## config.mk

```make
export PLATFORM = sky130hd
export DESIGN_NAME = detector_mode_sequencer
export DESIGN_NICKNAME = d
export VERILOG_FILES = /design/src/rtl/dms_pkg.sv /design/src/rtl/detector_mode_sequencer.sv /design/src/rtl/dms_axil.sv /design/src/rtl/dms_sync.sv
export VERILOG_INCLUDE_DIRS = /design/src /design/src/rtl
export SDC_FILE = /design/constraint.sdc
export NUM_CORES = 1
export LEC_CHECK = 0
export BUFFER_PORTS_ARGS = -buffer_cell sky130_fd_sc_hd__buf_2
export CAP_MARGIN = 20
export CELL_PAD_IN_SITES_DETAIL_PLACEMENT = 1
export CELL_PAD_IN_SITES_GLOBAL_PLACEMENT = 1
export CORE_AREA = 2 2 213 215
export DETAILED_ROUTE_END_ITERATION = 6
export DIE_AREA = 0 0 215 217
export PLACE_DENSITY_LB_ADDON = 0.1
export SYNTH_ARGS = -nofsm -noshare
export SYNTH_HDL_FRONTEND = slang
export SYNTH_SLANG_ARGS = --single-unit
```

## constraint.sdc

```tcl
create_clock -name clk -period 25.6 [get_ports clk]
set_clock_uncertainty 0.15 [all_clocks]
set_input_delay 5.12 -clock clk [delete_from_list [all_inputs] [get_ports clk]]
set_output_delay 5.12 -clock clk [all_outputs]
set_load 0.02 [all_outputs]
```

## src/rtl/dms_map.svh

```systemverilog
`ifndef DMS_MAP_SVH
`define DMS_MAP_SVH
`define DMS_CLK_MHZ 125
`define DMS_CONV_MHZ 1
`define DMS_CONV_DIV (`DMS_CLK_MHZ / `DMS_CONV_MHZ)
`define DMS_FRAME_US 128
`define DMS_HOLD_US 18
`define DMS_SELA_US 15
`define DMS_SELB_US 40
`define DMS_NEG2_US 40
`define DMS_NEG3_US 128
`define DMS_RST_NS 200
`define DMS_RST_CYC ((`DMS_RST_NS * `DMS_CLK_MHZ) / 1000)
`define DMS_BUCKETS 600
`define DMS_ADDR_CTRL 8'h00
`define DMS_ADDR_SWEEP 8'h04
`define DMS_ADDR_STAT 8'h08
`define DMS_CTRL_RST 32'h0000_0000
`define DMS_SWEEP_RST 32'h0000_4E20
`endif

```

## src/rtl/dms_pkg.sv

```systemverilog
package dms_pkg;
  typedef enum logic [1:0]
  {
    DMS_NORMAL = 2'b00,
    DMS_SAMPLE = 2'b01,
    DMS_POSPK = 2'b10,
    DMS_NEGPK = 2'b11
  } dms_mode_t;
  typedef enum logic [2:0]
  {
    DMS_IN_SAMPLED = 3'b000,
    DMS_IN_POSPK = 3'b001,
    DMS_IN_NEGPK = 3'b010,
    DMS_IN_RAMP = 3'b011,
    DMS_IN_TUNE = 3'b100,
    DMS_IN_FREQ_CONTROL_MUX_INPUT = 3'b101,
    DMS_IN_CAL = 3'b110,
    DMS_IN_OFFSET = 3'b111
  } dms_input_t;
endpackage

```

## src/rtl/detector_mode_sequencer.sv

```systemverilog
`timescale 1ns/1ns
`include "dms_map.svh"
// Detector mode sequencer: frame and bucket timing around the peak detectors.
module detector_mode_sequencer
  import dms_pkg::*;
#(
  parameter int FRAME_TICKS = `DMS_FRAME_US
)
(
  input wire logic clk,
  input wire logic rst_n,
  input wire logic [7:0] awaddr,
  input wire logic awvalid,
  output logic awready,
  input wire logic [31:0] wdata,
  input wire logic [3:0] wstrb,
  input wire logic wvalid,
  output logic wready,
  output logic [1:0] bresp,
  output logic bvalid,
  input wire logic bready,
  input wire logic [7:0] araddr,
  input wire logic arvalid,
  output logic arready,
  output logic [31:0] rdata,
  output logic [1:0] rresp,
  output logic rvalid,
  input wire logic rready,
  input wire logic positive_holding,
  input wire logic negative_holding,
  output logic hold_strobe,
  output logic odd_bucket_toggle,
  output logic pos_peak_reset_n,
  output logic negative_peak_input_reset_n,
  output logic video_select_a,
  output logic video_select_b,
  output logic noise_flag,
  output logic sweep_active,
  output logic converter_clock,
  output logic [2:0] converter_input
);
  localparam int CONV_DIV = `DMS_CONV_DIV;
  localparam int RST_CYC = (`DMS_RST_CYC < 1) ? 1 : `DMS_RST_CYC;

  // Control register: [1:0] mode, [2] sweep run, [3] wide sweep,
  // [4] diagnostic routine, [7:5] diagnostic input choice.
  typedef struct packed
  {
    logic [6:0] divCnt;
    logic convClk;
    logic [7:0] frameUs;
    logic [7:0] rstCnt;
    logic [7:0] rstCnt2;
    logic [31:0] bucketUs;
    logic [9:0] bucketNum;
    logic holdOut;
    logic oddOut;
    logic posRstN;
    logic negRstN;
    logic selA;
    logic selB;
    logic posSeen;
    logic negSeen;
    logic noiseOut;
    logic sweepOut;
    logic [2:0] convIn;
  } dms_state_t;
  dms_state_t st;
  dms_state_t next_st;

  logic [31:0] ctrlReg;
  logic [31:0] sweepReg;
  logic [1:0] holdSync;
  dms_mode_t mode;
  logic runSweep;
  logic wideSweep;
  logic diagRun;
  logic [2:0] diagPick;
  logic [31:0] bucketLen;
  logic [31:0] statusWord;

  // Software setting decode; mode changes only by processor write.
  assign mode = dms_mode_t'(ctrlReg[1:0]);
  assign runSweep = ctrlReg[2];
  assign wideSweep = ctrlReg[3];
  assign diagRun = ctrlReg[4];
  assign diagPick = ctrlReg[7:5];
  // Sweep register holds the sweep time in microseconds.
  assign bucketLen = sweepReg / `DMS_BUCKETS;
  assign statusWord = {20'h0_0000, st.bucketNum, st.noiseOut, st.sweepOut};

  dms_axil u_axil
  (
    .clk(clk),
    .rst_n(rst_n),
    .awaddr(awaddr),
    .awvalid(awvalid),
    .awready(awready),
    .wdata(wdata),
    .wstrb(wstrb),
    .wvalid(wvalid),
    .wready(wready),
    .bresp(bresp),
    .bvalid(bvalid),
    .bready(bready),
    .araddr(araddr),
    .arvalid(arvalid),
    .arready(arready),
    .rdata(rdata),
    .rresp(rresp),
    .rvalid(rvalid),
    .rready(rready),
    .statusWord(statusWord),
    .ctrlReg(ctrlReg),
    .sweepReg(sweepReg)
  );

  dms_sync #(.WIDTH(2)) u_sync
  (
    .clk(clk),
    .rst_n(rst_n),
    .asyncIn({positive_holding, negative_holding}),
    .syncOut(holdSync)
  );

  // Pick the converter input: diagnostic codes 4 to 7 in retrace or during the diagnostic routine, ramp for wide sweeps,
  // otherwise the detector matching the mode.
  function automatic logic [2:0] pickInput(input dms_mode_t m,
    input logic sweeping, input logic wide, input logic diag,
    input logic [2:0] pick, input logic posPhase);
    logic [2:0] r;
    r = DMS_IN_SAMPLED;
    if ((diag || !sweeping) && pick[2])
      r = pick;
    else if (wide && sweeping)
      r = DMS_IN_RAMP;
    else
      unique case (m)
        DMS_SAMPLE: r = DMS_IN_SAMPLED;
        DMS_POSPK: r = DMS_IN_POSPK;
        DMS_NEGPK: r = DMS_IN_NEGPK;
        DMS_NORMAL: r = posPhase ? DMS_IN_POSPK : DMS_IN_NEGPK;
      endcase
    return r;
  endfunction

  // Microsecond ticks, frame timing, bucket timing and pulse generation.
  always_comb
  begin
    logic tick;
    logic frameStart;
    logic bucketEnd;
    logic [7:0] fUs;
    next_st = st;
    tick = 1'b0;
    frameStart = 1'b0;
    bucketEnd = 1'b0;
    // 1 MHz converter clock from the divider.
    if (st.divCnt == 7'(CONV_DIV - 1))
    begin
      next_st.divCnt = '0;
      tick = 1'b1;
    end
    else
      next_st.divCnt = st.divCnt + 7'd1;
    next_st.convClk = (st.divCnt < 7'(CONV_DIV / 2));
    // Sweep active for the whole sweep, low in retrace.
    next_st.sweepOut = runSweep;
    if (tick && runSweep)
    begin
      if (st.frameUs == 8'(FRAME_TICKS - 1))
      begin
        next_st.frameUs = '0;
        frameStart = 1'b1;
      end
      else
        next_st.frameUs = st.frameUs + 8'd1;
      if (st.bucketUs + 32'd1 >= bucketLen)
      begin
        next_st.bucketUs = '0;
        bucketEnd = 1'b1;
      end
      else
        next_st.bucketUs = st.bucketUs + 32'd1;
    end
    // In retrace the frame counter parks on its last tick. The first tick of
    // a sweep then opens a whole frame, so the first hold pulse is full width.
    if (!runSweep)
    begin
      next_st.frameUs = 8'(FRAME_TICKS - 1);
      next_st.bucketUs = '0;
      next_st.bucketNum = '0;
    end
    fUs = next_st.frameUs;
    // Hold strobe 18 us per 128 us frame; freezes the track-and-hold.
    next_st.holdOut = runSweep && (fUs < 8'(`DMS_HOLD_US));
    // Select lines by mode; normal mode pulses them within each frame.
    unique case (mode)
      DMS_NORMAL:
      begin
        next_st.selA = runSweep && (fUs < 8'(`DMS_SELA_US));
        next_st.selB = runSweep && (fUs < 8'(`DMS_SELB_US));
      end
      DMS_SAMPLE:
      begin
        next_st.selA = 1'b1;
        next_st.selB = 1'b1;
      end
      DMS_POSPK:
      begin
        next_st.selA = 1'b1;
        next_st.selB = 1'b0;
      end
      DMS_NEGPK:
      begin
        next_st.selA = 1'b0;
        next_st.selB = 1'b1;
      end
    endcase
    // Reset pulse counters; the positive line waits on the first, the negative line on both.
    if (st.rstCnt != 8'd0)
      next_st.rstCnt = st.rstCnt - 8'd1;
    if (st.rstCnt2 != 8'd0)
      next_st.rstCnt2 = st.rstCnt2 - 8'd1;
    if (tick && runSweep)
    begin
      if (mode == DMS_POSPK || mode == DMS_NEGPK)
      begin
        if (frameStart)
          next_st.rstCnt = 8'(RST_CYC);
      end
      else if (mode == DMS_NORMAL)
      begin
        // Negative reset at frame start and 40 us later; the next frame
        // start falls 88 us after the second.
        if (frameStart || fUs == 8'(`DMS_NEG2_US))
          next_st.rstCnt2 = 8'(RST_CYC);
      end
    end
    next_st.posRstN = !(st.rstCnt != 8'd0);
    next_st.negRstN = !(st.rstCnt != 8'd0 || st.rstCnt2 != 8'd0);
    // Odd-bucket square wave toggles once per bucket.
    if (bucketEnd)
    begin
      next_st.oddOut = !st.oddOut;
      if (st.bucketNum == 10'(`DMS_BUCKETS - 1))
        next_st.bucketNum = '0;
      else
        next_st.bucketNum = st.bucketNum + 10'd1;
    end
    // Noise flag: both holding seen in one bucket, normal mode only.
    next_st.posSeen = st.posSeen | holdSync[1];
    next_st.negSeen = st.negSeen | holdSync[0];
    if (mode != DMS_NORMAL)
      next_st.noiseOut = 1'b0;
    else if (next_st.posSeen && next_st.negSeen)
      next_st.noiseOut = 1'b1;
    if (bucketEnd)
    begin
      next_st.posSeen = 1'b0;
      next_st.negSeen = 1'b0;
      if (!(holdSync[1] && holdSync[0]))
        next_st.noiseOut = 1'b0;
    end
    next_st.convIn = pickInput(mode, runSweep, wideSweep, diagRun,
      diagPick, st.oddOut);
  end

  // Reset restarts at the first bucket with resets released.
  always_ff @(posedge clk)
  begin
    if (!rst_n)
    begin
      st <= '0;
      st.posRstN <= 1'b1;
      st.negRstN <= 1'b1;
    end
    else
      st <= next_st;
  end

  assign hold_strobe = st.holdOut;
  assign odd_bucket_toggle = st.oddOut;
  assign pos_peak_reset_n = st.posRstN;
  assign negative_peak_input_reset_n = st.negRstN;
  assign video_select_a = st.selA;
  assign video_select_b = st.selB;
  assign noise_flag = st.noiseOut;
  assign sweep_active = st.sweepOut;
  assign converter_clock = st.convClk;
  assign converter_input = st.convIn;
endmodule

```

## src/rtl/dms_axil.sv

```systemverilog
`timescale 1ns/1ns
`include "dms_map.svh"
// AXI4-Lite slave holding the control and sweep setting registers.
module dms_axil
  import dms_pkg::*;
(
  input wire logic clk,
  input wire logic rst_n,
  input wire logic [7:0] awaddr,
  input wire logic awvalid,
  output logic awready,
  input wire logic [31:0] wdata,
  input wire logic [3:0] wstrb,
  input wire logic wvalid,
  output logic wready,
  output logic [1:0] bresp,
  output logic bvalid,
  input wire logic bready,
  input wire logic [7:0] araddr,
  input wire logic arvalid,
  output logic arready,
  output logic [31:0] rdata,
  output logic [1:0] rresp,
  output logic rvalid,
  input wire logic rready,
  input wire logic [31:0] statusWord,
  output logic [31:0] ctrlReg,
  output logic [31:0] sweepReg
);
  typedef struct packed
  {
    logic awHave;
    logic [7:0] awAddr;
    logic wHave;
    logic [31:0] wData;
    logic [3:0] wStrb;
    logic bValid;
    logic [1:0] bResp;
    logic rValid;
    logic [31:0] rData;
    logic [1:0] rResp;
    logic [31:0] ctrl;
    logic [31:0] sweep;
  } dms_axil_t;
  dms_axil_t st;
  dms_axil_t next_st;

  function automatic logic [31:0] mergeBytes(input logic [31:0] old,
    input logic [31:0] data, input logic [3:0] strb);
    logic [31:0] res;
    res = old;
    for (int i = 0; i < 4; i++)
      if (strb[i])
        res[i*8 +: 8] = data[i*8 +: 8];
    return res;
  endfunction

  // Address and data are caught independently; the write lands once both are
  // held and no response is pending. Unmapped addresses answer SLVERR.
  always_comb
  begin
    next_st = st;
    if (awvalid && !st.awHave)
    begin
      next_st.awHave = 1'b1;
      next_st.awAddr = awaddr;
    end
    if (wvalid && !st.wHave)
    begin
      next_st.wHave = 1'b1;
      next_st.wData = wdata;
      next_st.wStrb = wstrb;
    end
    if (st.bValid && bready)
      next_st.bValid = 1'b0;
    if (st.awHave && st.wHave && !st.bValid)
    begin
      next_st.awHave = 1'b0;
      next_st.wHave = 1'b0;
      next_st.bValid = 1'b1;
      next_st.bResp = 2'b00;
      unique case (st.awAddr)
        `DMS_ADDR_CTRL: next_st.ctrl = mergeBytes(st.ctrl, st.wData, st.wStrb);
        `DMS_ADDR_SWEEP:
          next_st.sweep = mergeBytes(st.sweep, st.wData, st.wStrb);
        `DMS_ADDR_STAT: next_st.bResp = 2'b00;
        default: next_st.bResp = 2'b10;
      endcase
    end
    if (st.rValid && rready)
      next_st.rValid = 1'b0;
    if (arvalid && !st.rValid)
    begin
      next_st.rValid = 1'b1;
      next_st.rResp = 2'b00;
      unique case (araddr)
        `DMS_ADDR_CTRL: next_st.rData = st.ctrl;
        `DMS_ADDR_SWEEP: next_st.rData = st.sweep;
        `DMS_ADDR_STAT: next_st.rData = statusWord;
        default:
        begin
          next_st.rData = 32'h0000_0000;
          next_st.rResp = 2'b10;
        end
      endcase
    end
  end

  always_ff @(posedge clk)
  begin
    if (!rst_n)
    begin
      st <= '0;
      st.ctrl <= `DMS_CTRL_RST;
      st.sweep <= `DMS_SWEEP_RST;
    end
    else
      st <= next_st;
  end

  assign awready = !st.awHave;
  assign wready = !st.wHave;
  assign bvalid = st.bValid;
  assign bresp = st.bResp;
  assign arready = !st.rValid;
  assign rvalid = st.rValid;
  assign rdata = st.rData;
  assign rresp = st.rResp;
  assign ctrlReg = st.ctrl;
  assign sweepReg = st.sweep;
endmodule

```

## src/rtl/dms_sync.sv

```systemverilog
`timescale 1ns/1ns
// Two-flop synchroniser for a bundle of pin levels.
module dms_sync
  import dms_pkg::*;
#(
  parameter int WIDTH = 2
)
(
  input wire logic clk,
  input wire logic rst_n,
  input wire logic [WIDTH-1:0] asyncIn,
  output logic [WIDTH-1:0] syncOut
);
  typedef struct packed
  {
    logic [WIDTH-1:0] stage1;
    logic [WIDTH-1:0] stage2;
  } dms_sync_t;
  dms_sync_t st;
  dms_sync_t next_st;

  // The first stage feeds only the second stage.
  always_comb
  begin
    next_st = st;
    next_st.stage1 = asyncIn;
    next_st.stage2 = st.stage1;
  end

  always_ff @(posedge clk)
  begin
    if (!rst_n)
      st <= '0;
    else
      st <= next_st;
  end

  assign syncOut = st.stage2;
endmodule

```

==> metrics, run 1 <==
synth cell count leaders=nand2_1 (325), nor2_1 (298), dfxtp_1 (237); largest family of logic cells by synthesized area=compound AO/OA/AOI/OAI gates; cell taking the most area after synthesis=dfxtp_1; Synth Flop Type=dfxtp_1; min cycle time layout=24050 ps; Crit path top cell by count=a21oi_1; vias in the first global route=21000; Max Cap Viol=0; Post-DP HPWL=49100 um; adder-cell share of the synthesized area=2.70%; CTS clk-pin slew, worst paths=60 ps; post-synthesis mux area share=6.70%; crit path max-delay cell type=or4_1; post-synthesis register bit count=237; die width=215 um; post-synthesis sequential area ratio=23.6%; Slew Limit Fails=0; simple-gate area share of the yosys netlist=27.1%; Worst R2R Start=u_axil.sweepReg[31]; CTS tree=yes; hold slack=283 ps; GP Congestion=0.921; top post-synthesis cells by area=dfxtp_1 (24%), nand2_1 (6.1%), a21oi_1 (5.6%); xor-xnor portion of the synthesized cell area=5.98%; n_diodes=0; drt drc=0; crit path launch type=flop; pwr/cell area=149 nW/um^2; Post-synth EDFFs=0; Nets=2867; WL/cell=20.0 um; Initial Util=45.0%; Min-Delay Endpoint=u_sync.syncOut[0]; Worst Path Class, Setup=reg -> reg; core area=44700 sq um; reg-to-reg slack, setup=1550 ps; Final ANT Viol Nets=0; Worst-Skew Late Latency=540 ps; CTS Buffer Depth=3; Pwr Total=3.33 mW; Yosys top cell area share=23.6%; syn_area_per_cell=7.30 sq um; H-tree depth=1; number of core rows=78; fraction of registers with async set/reset=0%; Synth Cell Area=20100 sq um; Cell variety after synth=123; initial drt markers=1427; layout cell share with drive strength beyond 1=15.5%; first-pass GRT wire length=109000 um; num ports=114; filler instances=5741; f_max=0.0416 GHz; Vias=20900; TritonCTS buffer count=26; Worst Path Required=25850 ps; Slew HR=33.7%; reg-to-reg endpoint=st[18]; Die Y=217 um; Post-Route WL=67900 um; Hold Vio Cnt, Final=0; clk sink count=237; critical-path maximum fanout=18; static leakage=8.85 nW; Synth-to-Final Area Change=11.2%; crit path DAT=24290 ps; outcome=completed; top-count cell post-synth=nand2_1; Hold Buf Count CTS=0; clock root buffer=clkbuf_16; Multi-input gate area=14600 sq um; VDD IR max=0.000486 V; CP endpoint kind=flop; Initial DRT Pass Iterations=5; final number of setup-violating endpoints=0; R2R depth=97; Tightest Pin Transition=993 ps; Compound-Gate Fraction of Synth Area=27.6%; worst min path class=reg -> reg; depth of the worst hold-timing path=1; storage element area=4750 sq um; Synth Instances=2758; total die area=46700 sq um; final period utilization=93.9%; YS warnings=0; vias per cell=6.17; gr ovfl total=0; Total Routing Usage GR=27.8%; I/O Buffers=111; Crit path largest cell delay=580 ps; largest net degree at the start of global routing=89; Hold Startpoint=u_sync.next_st[0]; initial antenna violation count=0
[stage by stage]
stage / setup TNS (ps) / util (%) / instances / instance area, sq um / setup WS, ps
3_3_place_gp: 0 / 47.0 / 3330 / 21000 / 1230
5_1_grt: -2300 / 50.1 / 3389 / 22400 / -170
3_5_place_dp: 0 / 47.0 / 3330 / 21000 / 325
4_1_cts: 0 / 48.9 / 3378 / 21900 / 200
2_1_floorplan: 0 / - / 2759 / 20100 / 3700
6_report: 0 / 50.1 / 3389 / 22400 / 1550
[cells by family (layout without fill, tap and decap cells)]
| group | count (synthesis) | after routing |
|---|---|---|
| other | 1 | 2 |
| flip-flops | 237 | 237 |
| XOR/XNOR | 134 | 134 |
| multiplexers | 128 | 128 |
| adder cells (fa/ha/maj) | 45 | 45 |
| AO/OA/AOI/OAI | 803 | 803 |
| buffers and inverters | 283 | 313 |
| AND/OR/NAND/NOR | 1127 | 1127 |
[how the worst max path moves through the flow]
stage | from | endpoint | slack, ps | cells past startpoint
global placement | u_axil.sweepReg[31] | st[18] | 1230 | 100
CTS | u_axil.sweepReg[31] | st[26] | 200 | 100
finish | u_axil.sweepReg[31] | st[18] | 1550 | 97
floorplan | u_axil.sweepReg[29] | st[18] | 3700 | 107
detailed placement | u_axil.sweepReg[31] | st[18] | 320 | 98
global route | u_axil.sweepReg[31] | st[27] | -170 | 100
[critical path, delay by kind of cell, from the launching register on]
| kind | cells | cell delay [ps] |
|---|---|---|
| mux | 5 | 1870 |
| flops | 1 | 390 |
| compound gates | 51 | 12040 |
| xor+xnor | 2 | 280 |
| simple gates | 33 | 7930 |
| fa+ha+maj | 2 | 650 |
| buf+inv | 4 | 560 |
[state kept, by name, summed over array words and instances, names as in the netlist, 2 cells and up]
name,count
u_axil.sweepReg,32
u_sync.syncOut,2
u_axil.ctrlReg,32
u_axil.rdata,32
u_sync.next_st,2
st,75
u_axil.st,46
converter_input,3
[metal layers]
metal | vias up | track usage [%] | share of wire (%) | wire length [um]
li1 | 10100 | - | - | -
met1 | 10300 | 37.0 | 46 | 31400
met2 | 444 | 49.0 | 48 | 32700
met3 | 95 | 2.25 | 3.7 | 2520
met4 | 0 | 6.34 | 1.8 | 1240
met5 | - | 0 | 0 | 0
[cell usage in the layout (no fill, tap or decap), types with 52 or more instances in the layout]
cell     count
mux2i_1     84
inv_1       52
buf_4       83
nand3_1    115
nor3_1      75
a21oi_1    221
nor2_1     295
buf_2      111
o21ai_0    133
xnor2_1     69
nand2_1    324
dfxtp_1    231
xor2_1      53
[where the power goes]
| group | switching (mW) | total (mW) | internal, mW |
|---|---|---|---|
| combinational | 1.45 | 2.56 | 1.10 |
| sequential | 0.0162 | 0.403 | 0.387 |
| clock | 0.158 | 0.374 | 0.216 |
| total | 1.63 | 3.33 | 1.70 |
[what timing repair did]
item,in CTS,in global routing
setup buffers,0,11
endpoints found under the setup margin,0,37
gates resized for setup,0,85
[cell type report]
class                   instances  area share [%]
multi-input cells            2239            65.1
flip-flops and latches        237            21.2
repair buffers                195            5.32
clock buffers                  37            3.36
well taps                     600            3.35
inverters                      70            1.20
clock inverters                11           0.475
Power figures use the tool's default switching activity.
==> run 2: changes to the inputs <==
Settings changed: BUFFER_PORTS_ARGS -buffer_cell sky130_fd_sc_hd__buf_2 to default, CORE_AREA 2 2 213 215 to 2 2 208 210, DIE_AREA 0 0 215 217 to 0 0 210 212, DONT_BUFFER_PORTS from default to 1.
==> run 2 against run 1 <==
- sequential share of layout area rose by 0.76 points
- final cell count fell by 5.1%
- design area fell by 3.4%
- first-iteration DRC count fell by 5.0%
- critical path type unchanged
==> metrics, run 2 (same netlist as run 1, synthesis figures left out) <==
crit path launch type=flop; vias per cell=6.41; Initial Util=47.3%; Tightest Pin Transition=1040 ps; critical-path maximum fanout=25; CP Launch Point=u_axil.sweepReg[31]; Reg with most FFs=st; design area=21600 sq um; num ports=114; reg-to-reg slack, setup=1510 ps; Top Registers=st: 75 flops, u_axil.st: 46 flops; Vias=20600; CTS clk-pin slew, worst paths=60 ps; CTS Buffer Depth=3; gr ovfl total=0; CP Capture Point=st[26]; Crit path top cell by count=a21oi_1; commonest non-fill, non-tap cell in the layout=nand2_1; Hold Vio Cnt, Final=0; Final ANT Viol Nets=0; f_max=0.0415 GHz; final period utilization=94.1%; Synth-to-Final Area Change=7.45%; first-pass GRT wire length=108000 um; Die Y=212 um; reg-to-reg endpoint=st[26]; CTS tree=yes; R2R depth=101; filler instances=5336; Worst Path Required=25900 ps; clk sink count=237; worst min path class=reg -> reg; H-tree depth=1; Max Cap Viol=0; Worst R2R Start=u_axil.sweepReg[31]; total die area=44500 sq um; Largest register FFs=75; number of core rows=76; largest net degree at the start of global routing=99; Nets=2750; Initial DRT Pass Iterations=7; CP endpoint kind=flop; Pwr Total=3.42 mW; final number of setup-violating endpoints=0; I/O Buffers=0; TritonCTS buffer count=26; crit path max-delay cell type=or4b_1; clock root buffer=clkbuf_16; outcome=completed; layout cell share with drive strength beyond 1=11.6%; Slew HR=30.9%; WL/cell=20.9 um; initial drt markers=1355; die width=210 um; vias in the first global route=20500; Crit path largest cell delay=560 ps; core area=42500 sq um; Slew Limit Fails=0; Total Routing Usage GR=29.0%; Post-Route WL=67200 um; VDD IR max=0.000438 V; Worst-Skew Late Latency=550 ps; static leakage=8.27 nW; Worst Path Class, Setup=reg -> reg; crit path DAT=24400 ps; placed cell area=20300 sq um; Hold Buf Count CTS=0; pwr/cell area=158 nW/um^2; commonest non-fill, non-tap cells in the layout=nand2_1 (324), nor2_1 (294), dfxtp_1 (232); sum of negative setup slack=0 ps; min cycle time layout=24090 ps; drt drc=0; Post-DP HPWL=49200 um; initial antenna violation count=3; GP Congestion=0.938
## run 2: layout make-up
class / instances / area, sq um / area share [%]
multi-input cells: 2239 / 14500 / 67.1
inverters: 70 / 270 / 1.25
clock buffers: 38 / 726 / 3.36
clock inverters: 7 / 91.3 / 0.422
well taps: 546 / 683 / 3.16
diodes: 2 / 5.00 / 0.0231
repair buffers: 78 / 589 / 2.73
flip-flops and latches: 237 / 4760 / 22.0
## run 2: worst min-delay path by stage
stage          slack, ps         startpoint  cells past startpoint           endpoint
5_1_grt              290  u_sync.next_st[0]                      1  u_sync.syncOut[0]
3_3_place_gp         260  u_sync.next_st[0]                      1  u_sync.syncOut[0]
3_5_place_dp         270  u_sync.next_st[0]                      1  u_sync.syncOut[0]
4_1_cts              290  u_sync.next_st[1]                      1  u_sync.syncOut[1]
6_report             280  u_sync.next_st[1]                      1  u_sync.syncOut[1]
2_1_floorplan        260  u_sync.next_st[0]                      1  u_sync.syncOut[0]
## run 2: what timing repair did
action,CTS,global route
gates resized for setup,5,81
pin swaps,0,11
cloned,0,0
buffers inserted,0,14
endpoints found under the setup margin,23,37
## run 2: routing by layer
metal	global-route usage, %	up-vias	part of all wire, %
met3	2.94	90	4.4
met1	38.2	10200	45
met5	0	-	0.016
met4	5.62	2	1.7
met2	51.6	470	48
li1	-	9827	-
## run 2: worst max-delay path: cells and delay by family, from the launching register on
family	cells	cell delay [ps]
AO/OA/AOI/OAI	45	10090
AND/OR/NAND/NOR	38	8820
multiplexers	5	1810
buffers and inverters	9	1650
adder cells (fa/ha/maj)	2	660
flip-flops	1	460
XOR/XNOR	2	270
## run 2: report_power, final
group,total (mW),internal (mW),switching [mW]
registers,0.405,0.387,0.0182
logic,2.65,1.13,1.52
clock network,0.360,0.207,0.153
## run 2: stage by stage
stage	hold slack (ps)	utilization, %	worst slack [ps]	cells
detailed placement	273	47.8	-205	3155
CTS	288	49.7	136	3200
global route	293	50.9	-174	3215
finish	285	50.9	1510	3217
floorplan	262	-	3700	2759
global placement	264	47.7	860	3154
